## src/dtic_pkg.sv

```systemverilog
// dtic_pkg: register map, field layout and constants for the dual timer and cpu interrupt control block
// assumes a plain address/strobe register port with 24-bit byte addresses and 16-bit data
package dtic_pkg;
  localparam int unsigned ADDR_W = 24;
  localparam int unsigned DATA_W = 16;
  localparam int unsigned NUM_SRC = 6;
  // write offsets of the reload registers
  localparam logic [23:0] OFS_T1_PRE_WR = 24'hF10000;
  localparam logic [23:0] OFS_T1_DIV_WR = 24'hF10002;
  localparam logic [23:0] OFS_T2_PRE_WR = 24'hF10004;
  localparam logic [23:0] OFS_T2_DIV_WR = 24'hF10006;
  // read offsets of the live counters
  localparam logic [23:0] OFS_T1_PRE_RD = 24'hF10036;
  localparam logic [23:0] OFS_T1_DIV_RD = 24'hF10038;
  localparam logic [23:0] OFS_T2_PRE_RD = 24'hF1003A;
  localparam logic [23:0] OFS_T2_DIV_RD = 24'hF1003C;
  // cpu interrupt control (write enables/clears, read pending)
  localparam logic [23:0] OFS_IRQ_CTRL  = 24'hF10020;
  // dsp-side timer interrupt mask, status and the dsp interrupt port
  localparam logic [23:0] OFS_DSP_MASK  = 24'hF10040;
  localparam logic [23:0] OFS_DSP_STAT  = 24'hF10042;
  localparam logic [23:0] OFS_DSP_PORT  = 24'hF10044;
  // field positions in the control register
  localparam int unsigned BIT_EXT   = 0;
  localparam int unsigned BIT_DSP   = 1;
  localparam int unsigned BIT_TIM1  = 2;
  localparam int unsigned BIT_TIM2  = 3;
  localparam int unsigned BIT_ASYN  = 4;
  localparam int unsigned BIT_SYN   = 5;
  localparam int unsigned CLR_SHIFT = 8;
  // reset values
  localparam logic [15:0] RST_RELOAD = 16'h0000;
  localparam logic [5:0]  RST_ENA    = 6'h00;
  localparam logic [1:0]  RST_DMASK  = 2'h0;

  typedef struct packed {
    logic [23:0] addr;
    logic [15:0] wdata;
    logic        wr;
    logic        rd;
  } dtic_bus_s;

  typedef struct packed {
    logic [15:0] pre_load;
    logic [15:0] div_load;
    logic [15:0] pre_cnt;
    logic [15:0] div_cnt;
  } dtic_timer_s;
endpackage

```

## src/dtic_top.sv

```systemverilog
// dtic_top: two cascaded prescaler/divider timers and the cpu interrupt control register
// assumes bus strobes come from logic on i_clk_sys; irq pins from outside are synchronised here
//
// Our own choice: the plain strobed port.
`timescale 1ns/1ps

// Register map: 24-bit byte addresses, 16-bit data words
//   timer one prescale reload  write F10000, live count read F10036
//   timer one divider reload   write F10002, live count read F10038
//   timer two prescale reload  write F10004, live count read F1003A
//   timer two divider reload   write F10006, live count read F1003C
//   cpu irq control  write F10020: enables in [5:0], clears in [13:8]
//   cpu irq control  read  F10020: pending flags in [5:0], zero above
//   dsp timer mask   write/read F10040: bit 0 timer one, bit 1 timer two
//   dsp timer status read F10042: sticky, the read itself clears it
//   dsp irq port     dsp write F10044: raises the dsp source of the cpu irq
//   reload addresses read back zero; other unmapped reads give zero
//   unmapped writes are dropped without any side effect
//
// Bus timing
//   a write takes hold at the edge that sees the write strobe
//   read data stand only in the cycle after the read strobe, zero otherwise
//   a live count read shows the counter as it stood at the strobe edge
//   strobes may come back to back; nothing ever waits
//
// Timer walk, prescale reload 1 and divider reload 1 written at edge c0
//   c1  prescaler 1, divider 1
//   c2  prescaler 0: one prescale pulse
//   c3  prescaler 1, divider 0
//   c4  prescaler 0 with divider 0: timer event, both stages reload
//   c5  pending flag set, cpu irq high when enabled
//   the period is (n + 1) * (m + 1) clocks, one at the smallest
//   a reload write presets its stage at once, so it doubles as a one-shot delay
//   rewriting one stage does not disturb the other stage
//
// Interrupt timing
//   a pending flag sets at the first edge that sees its event
//   irq outputs use next flags, enables and mask, so they never lag a write
//   a clear loses to a new event of its own source in the same cycle
//   dsp status loses a read clear to a timer event in the same way
//   external pin: three edges from its rise to the pending flag
//   serial requests are levels and set their flag every cycle while high
//   a clear of a serial source only sticks once its request has dropped
//
// Reset state
//   reloads and counters are zero, so both timers fire on every clock
//   timer flags therefore set at once; clear them before enabling a timer
//   enables and dsp mask are zero, so both irq outputs stay low
//
// Limitations
//   every control write rewrites all six enables; keep a software copy
//   bits 6, 7, 14 and 15 of a control write are not stored
//   counts are not frozen for a read; two reads may straddle a reload
//   only the rising edge of the external pin counts; a held level does not
//   irq pins pass two flops, trading two clocks of latency for safety

// Summary of operation
// - two identical timers, each a 16-bit prescaler then a 16-bit divider
// - prescaler divides the clock by its written value plus one
// - prescaler counts down, reloads on write and on reaching zero
// - divider divides prescaler pulses by its written value plus one
// - divider counts down, reloads on write and at zero; write presets delay
// - divider zero raises dsp and cpu timer interrupts, masked separately
// - live counters readable at addresses distinct from reload write addresses
// - six cpu sources: external, dsp, timer one, timer two, async, sync serial
// - external request taken on a rising edge of the external input only
// - a dsp write to its interrupt port raises the dsp cpu interrupt
// - control bits 0 to 5 written set the six source enables
// - control bits 0 to 5 read return the six pending flags
// - writing one to control bits 8 to 13 clears the matching pending flag
module dtic_top (
  input  wire logic        i_clk_sys,
  input  wire logic        i_srst,
  input  wire logic [23:0] i_addr,
  input  wire logic [15:0] i_wdata,
  input  wire logic        i_wr,
  input  wire logic        i_rd,
  input  wire logic        i_dsp_wr,
  input  wire logic        i_external_irq_input,
  input  wire logic        i_async_serial_irq,
  input  wire logic        i_sync_serial_irq,
  output logic      [15:0] o_rdata,
  output logic             o_cpu_irq,
  output logic             o_dsp_irq
);

  dtic_pkg::dtic_bus_s   bus;
  dtic_pkg::dtic_timer_s tmr [2];
  logic [1:0]  pre_zero;
  logic [1:0]  div_zero;
  logic [1:0]  pre_wr;
  logic [1:0]  div_wr;
  logic [2:0]  ext_sync_r;
  logic [1:0]  asyn_sync_r;
  logic [1:0]  syn_sync_r;
  logic [5:0]  ena_r;
  logic [5:0]  pend_r;
  logic [5:0]  pend_nxt;
  logic [5:0]  event_set;
  logic [5:0]  clr_bits;
  logic [1:0]  dmask_r;
  logic [1:0]  dstat_r;
  logic [1:0]  dstat_nxt;
  logic        dsp_port_hit;
  logic        ctrl_wr;
  logic [15:0] rdata_nxt;
  logic [5:0]  ena_nxt;
  logic [1:0]  dmask_nxt;
  logic        sel_t1_pre;
  logic        sel_t1_div;
  logic        sel_t2_pre;
  logic        sel_t2_div;
  logic        sel_ctrl;
  logic        sel_dmask;
  logic        sel_dstat;

  // single address match, reused by every decoder below
  function automatic logic hit(input logic [23:0] a, input logic [23:0] ofs);
    hit = (a == ofs);
  endfunction

  assign bus.addr  = i_addr;
  assign bus.wdata = i_wdata;
  assign bus.wr    = i_wr;
  assign bus.rd    = i_rd;

  // reload write strobes per timer
  assign pre_wr[0] = bus.wr && hit(bus.addr, dtic_pkg::OFS_T1_PRE_WR);
  assign div_wr[0] = bus.wr && hit(bus.addr, dtic_pkg::OFS_T1_DIV_WR);
  assign pre_wr[1] = bus.wr && hit(bus.addr, dtic_pkg::OFS_T2_PRE_WR);
  assign div_wr[1] = bus.wr && hit(bus.addr, dtic_pkg::OFS_T2_DIV_WR);

  // the two timers share one structure; a generate keeps them identical
  genvar g;
  generate
    for (g = 0; g < 2; g++) begin : g_tmr
      assign pre_zero[g] = (tmr[g].pre_cnt == 16'h0000);
      assign div_zero[g] = (tmr[g].div_cnt == 16'h0000) && pre_zero[g];

      // reload values kept so zero-reload repeats the programmed period
      always_ff @(posedge i_clk_sys) begin
        if (i_srst) begin
          tmr[g].pre_load <= dtic_pkg::RST_RELOAD;
        end else if (pre_wr[g]) begin
          tmr[g].pre_load <= bus.wdata;
        end
      end

      always_ff @(posedge i_clk_sys) begin
        if (i_srst) begin
          tmr[g].div_load <= dtic_pkg::RST_RELOAD;
        end else if (div_wr[g]) begin
          tmr[g].div_load <= bus.wdata;
        end
      end

      // prescaler: n+1 clocks per output pulse
      always_ff @(posedge i_clk_sys) begin
        if (i_srst) begin
          tmr[g].pre_cnt <= dtic_pkg::RST_RELOAD;
        end else if (pre_wr[g]) begin
          tmr[g].pre_cnt <= bus.wdata;
        end else if (pre_zero[g]) begin
          tmr[g].pre_cnt <= tmr[g].pre_load;
        end else begin
          tmr[g].pre_cnt <= tmr[g].pre_cnt - 16'h0001;
        end
      end

      // divider steps only on a prescaler pulse: m+1 pulses per event
      always_ff @(posedge i_clk_sys) begin
        if (i_srst) begin
          tmr[g].div_cnt <= dtic_pkg::RST_RELOAD;
        end else if (div_wr[g]) begin
          tmr[g].div_cnt <= bus.wdata;
        end else if (pre_zero[g]) begin
          if (tmr[g].div_cnt == 16'h0000) begin
            tmr[g].div_cnt <= tmr[g].div_load;
          end else begin
            tmr[g].div_cnt <= tmr[g].div_cnt - 16'h0001;
          end
        end
      end
    end
  endgenerate

  // external pin: two sync flops, a third only keeps the old level for the edge
  always_ff @(posedge i_clk_sys) begin
    if (i_srst) begin
      ext_sync_r <= 3'h0;
    end else begin
      ext_sync_r <= {ext_sync_r[1:0], i_external_irq_input};
    end
  end

  // async serial request pin, two sync flops
  always_ff @(posedge i_clk_sys) begin
    if (i_srst) begin
      asyn_sync_r <= 2'h0;
    end else begin
      asyn_sync_r <= {asyn_sync_r[0], i_async_serial_irq};
    end
  end

  // sync serial request pin, two sync flops
  always_ff @(posedge i_clk_sys) begin
    if (i_srst) begin
      syn_sync_r <= 2'h0;
    end else begin
      syn_sync_r <= {syn_sync_r[0], i_sync_serial_irq};
    end
  end

  assign dsp_port_hit = i_dsp_wr && hit(bus.addr, dtic_pkg::OFS_DSP_PORT);
  assign ctrl_wr      = bus.wr && hit(bus.addr, dtic_pkg::OFS_IRQ_CTRL);

  // source events in enable bit order
  always_comb begin
    event_set = 6'h00;
    event_set[dtic_pkg::BIT_EXT]  = ext_sync_r[1] && !ext_sync_r[2];
    event_set[dtic_pkg::BIT_DSP]  = dsp_port_hit;
    event_set[dtic_pkg::BIT_TIM1] = div_zero[0];
    event_set[dtic_pkg::BIT_TIM2] = div_zero[1];
    event_set[dtic_pkg::BIT_ASYN] = asyn_sync_r[1];
    event_set[dtic_pkg::BIT_SYN]  = syn_sync_r[1];
  end

  // clear bits sit 8 above their enable; reserved 6, 7 are not stored
  assign clr_bits = ctrl_wr ? bus.wdata[dtic_pkg::CLR_SHIFT +: 6] : 6'h00;

  // next enables, shared by the enable flops and the cpu irq output
  always_comb begin
    ena_nxt = ena_r;
    if (ctrl_wr) begin
      ena_nxt = bus.wdata[5:0];
    end
  end

  // enables are written wholesale with each control write
  always_ff @(posedge i_clk_sys) begin
    if (i_srst) begin
      ena_r <= dtic_pkg::RST_ENA;
    end else begin
      ena_r <= ena_nxt;
    end
  end

  // sticky pending: a new event beats a clear in the same cycle
  always_comb begin
    pend_nxt = (pend_r & ~clr_bits) | event_set;
  end

  always_ff @(posedge i_clk_sys) begin
    if (i_srst) begin
      pend_r <= 6'h00;
    end else begin
      pend_r <= pend_nxt;
    end
  end

  // next dsp mask, shared by the mask flops and the dsp irq output
  always_comb begin
    dmask_nxt = dmask_r;
    if (bus.wr && hit(bus.addr, dtic_pkg::OFS_DSP_MASK)) begin
      dmask_nxt = bus.wdata[1:0];
    end
  end

  // dsp-side timer path: own mask, sticky status cleared by reading it
  always_ff @(posedge i_clk_sys) begin
    if (i_srst) begin
      dmask_r <= dtic_pkg::RST_DMASK;
    end else begin
      dmask_r <= dmask_nxt;
    end
  end

  always_comb begin
    dstat_nxt = dstat_r;
    if (bus.rd && sel_dstat) begin
      dstat_nxt = 2'h0;
    end
    dstat_nxt = dstat_nxt | div_zero;
  end

  always_ff @(posedge i_clk_sys) begin
    if (i_srst) begin
      dstat_r <= 2'h0;
    end else begin
      dstat_r <= dstat_nxt;
    end
  end

  // cpu irq registered from next flags and next enables so it never lags a write
  always_ff @(posedge i_clk_sys) begin
    if (i_srst) begin
      o_cpu_irq <= 1'b0;
    end else begin
      o_cpu_irq <= |(pend_nxt & ena_nxt);
    end
  end

  // dsp irq uses the next mask too, so clearing the mask drops it at that edge
  always_ff @(posedge i_clk_sys) begin
    if (i_srst) begin
      o_dsp_irq <= 1'b0;
    end else begin
      o_dsp_irq <= |(dstat_nxt & dmask_nxt);
    end
  end

  // read address decode, one select per readable register
  assign sel_t1_pre = hit(bus.addr, dtic_pkg::OFS_T1_PRE_RD);
  assign sel_t1_div = hit(bus.addr, dtic_pkg::OFS_T1_DIV_RD);
  assign sel_t2_pre = hit(bus.addr, dtic_pkg::OFS_T2_PRE_RD);
  assign sel_t2_div = hit(bus.addr, dtic_pkg::OFS_T2_DIV_RD);
  assign sel_ctrl   = hit(bus.addr, dtic_pkg::OFS_IRQ_CTRL);
  assign sel_dmask  = hit(bus.addr, dtic_pkg::OFS_DSP_MASK);
  assign sel_dstat  = hit(bus.addr, dtic_pkg::OFS_DSP_STAT);

  // read mux; counters read live at their own addresses, unmapped reads zero
  always_comb begin
    rdata_nxt = 16'h0000;
    case (1'b1)
      sel_t1_pre: rdata_nxt = tmr[0].pre_cnt;
      sel_t1_div: rdata_nxt = tmr[0].div_cnt;
      sel_t2_pre: rdata_nxt = tmr[1].pre_cnt;
      sel_t2_div: rdata_nxt = tmr[1].div_cnt;
      sel_ctrl:   rdata_nxt = {10'h000, pend_r};
      sel_dmask:  rdata_nxt = {14'h0000, dmask_r};
      sel_dstat:  rdata_nxt = {14'h0000, dstat_r};
      default:    rdata_nxt = 16'h0000;
    endcase
  end

  // read data valid only in the cycle after the strobe
  always_ff @(posedge i_clk_sys) begin
    if (i_srst) begin
      o_rdata <= 16'h0000;
    end else if (bus.rd) begin
      o_rdata <= rdata_nxt;
    end else begin
      o_rdata <= 16'h0000;
    end
  end

endmodule

```

## config.mk

```make
export PLATFORM = sky130hd
export DESIGN_NAME = dtic_top
export DESIGN_NICKNAME = d
export VERILOG_FILES = /design/src/dtic_pkg.sv /design/src/dtic_top.sv
export SDC_FILE = /design/constraint.sdc
export NUM_CORES = 1
export LEC_CHECK = 0
export BUFFER_PORTS_ARGS = -buffer_cell sky130_fd_sc_hd__clkbuf_2
export CAP_MARGIN = 30
export CORE_MARGIN = 4
export CORE_UTILIZATION = 55
export DETAILED_ROUTE_END_ITERATION = 8
export GPL_TIMING_DRIVEN = 1
export PLACE_DENSITY_LB_ADDON = 0.3
export SKIP_CTS_REPAIR_TIMING = 1
export SYNTH_ARGS = -nofsm -noshare
export SYNTH_HDL_FRONTEND = slang
export SYNTH_SLANG_ARGS = --single-unit
export TNS_END_PERCENT = 5
```

## constraint.sdc

```tcl
create_clock -name i_clk_sys -period 2.2 [get_ports i_clk_sys]
set_input_delay 0.22 -clock i_clk_sys [delete_from_list [all_inputs] [get_ports i_clk_sys]]
set_output_delay 0.22 -clock i_clk_sys [all_outputs]
set_load 0.005 [all_outputs]
```

==> impl_metrics.tcl, run 1 <==
set metrics [dict create \
    setup_ws_ns -0.139 \
    root_buffer "clkbuf_16" \
    fin_util 0.734 \
    coreArea_um2 15300 \
    netlist_top_cells_area "edfxtp_1 44%, dfxtp_1 9.5%, nor2_1 4.2%, nand2_1 3.4%, xnor2_1 2.7%" \
    clk_latency_ns 0.44 \
    fin_skew_ns 0.0103 \
    critPathKind "reg -> reg" \
    synth.most_common_cell "edfxtp_1" \
    place_congestion 0.951 \
    fillerInstances 1079 \
    ys_ff_latch 169 \
    synth_edf_count 128 \
    multi_input_area_um2 4040 \
    rows 45 \
    grt_max_degree 22 \
    peakVddDrop_v 0.000540 \
    hold_violations 2 \
    hp-class "in -> reg" \
    crit_arrival_ns 2.50 \
    ys_types 74 \
    nets 1094 \
    setup_viol 8 \
    diodes 0 \
    seqCellArea_um2 4660 \
    cts_tree "done" \
    route.vias.total 7450 \
    violations "negative hold slack, negative setup slack" \
    power.density_nw_per_um2 645 \
    viasPerCell 5.89 \
    report.final.slew_viol_count 0 \
    synth_top_area_share 0.443 \
    syn_area_um2 8680 \
    slowest_stage "or4b_4" \
    routedWlPerCell_um 20.4 \
    fin_crit_sh 1.06 \
    port_buffers 65 \
    drtAntennaViolNets 0 \
    dp_cells 1229 \
    dp_slack_ns -0.118 \
    overflow 0 \
    slew_headroom 0.572 \
    fmax_mhz 427 \
    firstDrtPassIters 7 \
    htreeDepth 4 \
    synthArstFlopShare 0 \
    crit_path_cell_trace "inv_1 > ha_1 > or4b_4 > or4_4 > nor2_4 > nand3_2 > nor2_2 > a2111oi_2" \
    cts_sinks 169 \
    max_cap_viol_count 0 \
    critPathLaunchType "flip-flop" \
    antenna_found_initial 2 \
    fin_hold_ws_ns -0.00452 \
    routed_wirelength_um 25700 \
    layout-drive-gt1-share 0.306 \
    area_growth_pct 29.6 \
    ys_warn_count 0 \
    crit_fanout 3 \
    yosysSeqAreaShare 0.537 \
    end_kind "flip-flop" \
    period_minus_slack_ns 2.34 \
    io_pins 66 \
    status "finished, violations left" \
    final_cell_count_no_fill 1264 \
    grt_pass1_vias 7276 \
    rsz0062_at_grt "true" \
    die_height_um 134 \
    yosys.area.top_type "edfxtp_1" \
    leakagePower_nw 4.57 \
    avgSynthCellArea_um2 10.6 \
    track_usage 0.286 \
    route.detailed.drc 0 \
    cts.path.max_buffers 2 \
    cts_buffers 17 \
    synth_common_cells "128 x edfxtp_1, 97 x nor2_1, 78 x nand2_1" \
    start_util 0.567 \
    worstPathRequired_ns 2.36 \
    crit_path_max_incr_delay_ns 0.49 \
    synth_ff_type "edfxtp_1" \
    finalSetupTns_ns -0.427 \
    netlist_instances 820 \
    dpl.hpwl_um 18300 \
    drtIter0Drc 889 \
    die_w_um 134 \
    clk_pin_slew_ns 0.07 \
    die_area_um2 17900 \
    worstMarginPinSlew_ns 0.625 \
    grt_pass1_wl_um 39000 \
]
critical path, delay by kind of cell (launching register included):
kind,cells,cell delay (ns)
simple gates,5,1.36
compound gates,1,0.06
flops,1,0.39
fa+ha+maj,1,0.17
buf+inv,1,0.07
cells by family after synthesis:
| family | after synthesis | share of synthesized area |
|---|---|---|
| AND/OR/NAND/NOR | 328 | 0.202 |
| AO/OA/AOI/OAI | 174 | 0.150 |
| flip-flops | 169 | 0.537 |
| buffers and inverters | 83 | 0.0411 |
| XOR/XNOR | 49 | 0.0495 |
| multiplexers | 10 | 0.0115 |
| adder cells (fa/ha/maj) | 6 | 0.00865 |
| other | 1 | 0.000432 |
placed cells by master, fill, tap and decap left out, types with 7 or more instances in the layout:
master	n
and2_1	26
and2_4	7
buf_6	8
xor2_1	19
clkbuf_2	65
nand2_1	75
dfxtp_1	41
nor4_1	7
a222oi_1	14
a21oi_1	27
xnor2_1	27
a22oi_1	23
mux2i_1	10
nand3_1	7
nor2_1	91
nor4_2	8
edfxtp_1	128
buf_4	123
a2bb2oi_1	16
conb_1	32
clkbuf_16	20
o21ai_0	37
nor3_1	19
inv_1	48
buf_12	8
nor3_2	8
a2bb2oi_2	13
nor2b_1	12
layer usage:
metal	track usage	part of all wire	vias to the layer above
met5	0	0	-
met4	0.141	0.042	0
met3	0.0702	0.10	76
met2	0.450	0.47	379
met1	0.371	0.38	3571
li1	-	-	3424
final cells by class:
| cell class | instances | share of cell area |
|---|---|---|
| flip-flops and latches | 169 | 0.415 |
| multi-input cells | 599 | 0.359 |
| repair buffers | 205 | 0.134 |
| clock buffers | 20 | 0.0445 |
| well taps | 211 | 0.0235 |
| inverters | 48 | 0.0160 |
| clock inverters | 12 | 0.00834 |
where the power goes:
group	switching, mW	total, mW	internal (mW)
registers	0.0886	3.65	3.56
clock network	1.30	2.98	1.67
logic	0.364	0.627	0.263
flip-flops by register name (all words and copies together), names as in the netlist:
name and count:
tmr 128, o_rdata 16, ena_r 6, pend_r 6, ext_sync_r 3, asyn_sync_r 2
dmask_r 2, dstat_r 2, syn_sync_r 2, o_cpu_irq 1, o_dsp_irq 1
path summary, 6_finish.rpt:
check / startpoint / end / slack [ns] / depth (start not counted)
min reg2reg: syn_sync_r[0] / syn_sync_r[1] / 0.44 / 1
max reg2reg: tmr[0][0] / tmr[0][14] / -0.14 / 8
max: tmr[0][0] / tmr[0][14] / -0.14 / 8
min: i_async_serial_irq / asyn_sync_r[0] / -0.005 / 2
metrics by stage:
stage	power [mW]	area, um2
floorplan	3.95	8820
global placement	4.27	10400
detailed placement	4.29	10400
CTS	7.23	11000
global route	7.48	11200
finish	7.26	11200
(Power assumes the default switching activity.)
==> run 2: changes to the inputs <==
==> constraint.sdc (replaced) <==
create_clock -name i_clk_sys -period 2.5 [get_ports i_clk_sys]
set_input_delay 0.25 -clock i_clk_sys [delete_from_list [all_inputs] [get_ports i_clk_sys]]
set_output_delay 0.25 -clock i_clk_sys [all_outputs]
set_load 0.005 [all_outputs]
==> impl_metrics.tcl, run 2 (same netlist as run 1, synthesis figures left out) <==
set metrics [dict create \
    worstMarginPinSlew_ns 0.700 \
    cts_tree "done" \
    die_area_um2 17900 \
    multi_input_area_um2 3820 \
    worstPathRequired_ns 2.76 \
    track_usage 0.275 \
    io_pins 66 \
    area_growth_pct 20.0 \
    slowest_stage "or4_4" \
    fillerInstances 1191 \
    die_w_um 134 \
    firstDrtPassIters 7 \
    start_util 0.567 \
    grt_max_degree 23 \
    report.final.slew_viol_count 0 \
    grt_pass1_vias 6719 \
    rows 45 \
    route.vias.total 7052 \
    r2r_start "tmr[1][27]" \
    fin_skew_ns 0.0142 \
    nets 1024 \
    power_mw 6.27 \
    cts_buffers 17 \
    status "finished, final reports clean" \
    cts.path.max_buffers 2 \
    fin_crit_sh 0.957 \
    coreArea_um2 15300 \
    crit_fanout 18 \
    antenna_found_initial 0 \
    crit_path_max_incr_delay_ns 0.59 \
    period_minus_slack_ns 2.39 \
    routedWlPerCell_um 20.3 \
    layout_commonest_cell "edfxtp_1" \
    slew_headroom 0.533 \
    root_buffer "clkbuf_16" \
    setup_viol 0 \
    reg_top3 "tmr x128, o_rdata x16" \
    peakVddDrop_v 0.000578 \
    drtIter0Drc 1000 \
    die_height_um 134 \
    hp-class "in -> reg" \
    end_kind "flip-flop" \
    largest_register_ffs 128 \
    port_buffers 65 \
    overflow 0 \
    layout-drive-gt1-share 0.216 \
    max_cap_viol_count 0 \
    viasPerCell 5.91 \
    seqCellArea_um2 4660 \
    cp-startpoint "tmr[1][27]" \
    route.detailed.drc 0 \
    hold_violations 0 \
    clk_latency_ns 0.44 \
    hold_path_depth 2 \
    registers.top_by_ff_count "tmr" \
    power.density_nw_per_um2 602 \
    drtAntennaViolNets 0 \
    final_cell_count_no_fill 1194 \
    place_congestion 0.930 \
    htreeDepth 4 \
    diodes 0 \
    critPathLaunchType "flip-flop" \
    crit_arrival_ns 2.65 \
    grt_pass1_wl_um 37300 \
    routed_wirelength_um 24200 \
    cts_sinks 169 \
    clk_pin_slew_ns 0.07 \
    dp_cells 1161 \
    r2r-end "tmr[1][1]" \
    ff2ff_setup_slack_ns 0.11 \
    dpl.hpwl_um 17400 \
    crit_path_cell_trace "or4_4 > nor4_4 > nand3_1 > a211o_1 > buf_4 > nor2_1 > a2bb2oi_1" \
    critPathCapture "tmr[1][1]" \
    fmax_mhz 418 \
    leakagePower_nw 4.16 \
    final_cell_mix "128 x edfxtp_1, 96 x nor2_1, 78 x nand2_1" \
    critPathKind "reg -> reg" \
    r2r_cells 7 \
]
[run 2: critical path, delay by kind of cell (launching register included)]
kind,cells,cell delay [ns]
compound gates,2,0.51
flops,1,0.43
simple gates,4,1.04
buf+inv,1,0.23
[run 2: power by group]
part	internal, mW	switching [mW]
registers	3.14	0.0899
clock network	1.51	1.09
logic	0.171	0.274
total	4.82	1.45
[run 2: per-stage QoR]
step	setup TNS, ns	worst slack, ns	instance area (um2)	utilization	hold WS (ns)
6_report	0	0.107	10400	0.680	0.0278
3_3_place_gp	0	0.0420	9760	0.638	0.418
5_1_grt	-0.00703	-0.00703	10400	0.680	0.0318
2_1_floorplan	0	0.0609	8790	-	0.378
4_1_cts	-0.0380	-0.0193	10300	0.675	0.0127
3_5_place_dp	-0.0322	-0.0143	9760	0.638	0.429
[run 2: final cells by class]
class                   instances  share of cell area
flip-flops and latches        169               0.448
multi-input cells             599               0.367
repair buffers                135              0.0869
clock buffers                  23              0.0476
well taps                     211              0.0254
inverters                      48              0.0173
clock inverters                 9             0.00817
[run 2: worst min path at each step]
stage	end	startpoint	slack, ns
floorplan	asyn_sync_r[0]	i_async_serial_irq	0.38
global placement	syn_sync_r[1]	syn_sync_r[0]	0.42
detailed placement	syn_sync_r[1]	syn_sync_r[0]	0.43
CTS	asyn_sync_r[0]	i_async_serial_irq	0.01
global route	syn_sync_r[0]	i_sync_serial_irq	0.03
finish	syn_sync_r[0]	i_sync_serial_irq	0.03
[run 2: layer usage]
| layer | track usage | up-vias | share of wire |
|---|---|---|---|
| li1 | - | 3279 | - |
| met4 | 0.117 | 0 | 0.038 |
| met5 | 0 | - | 0 |
| met1 | 0.368 | 3307 | 0.41 |
| met2 | 0.415 | 395 | 0.45 |
| met3 | 0.0876 | 71 | 0.10 |
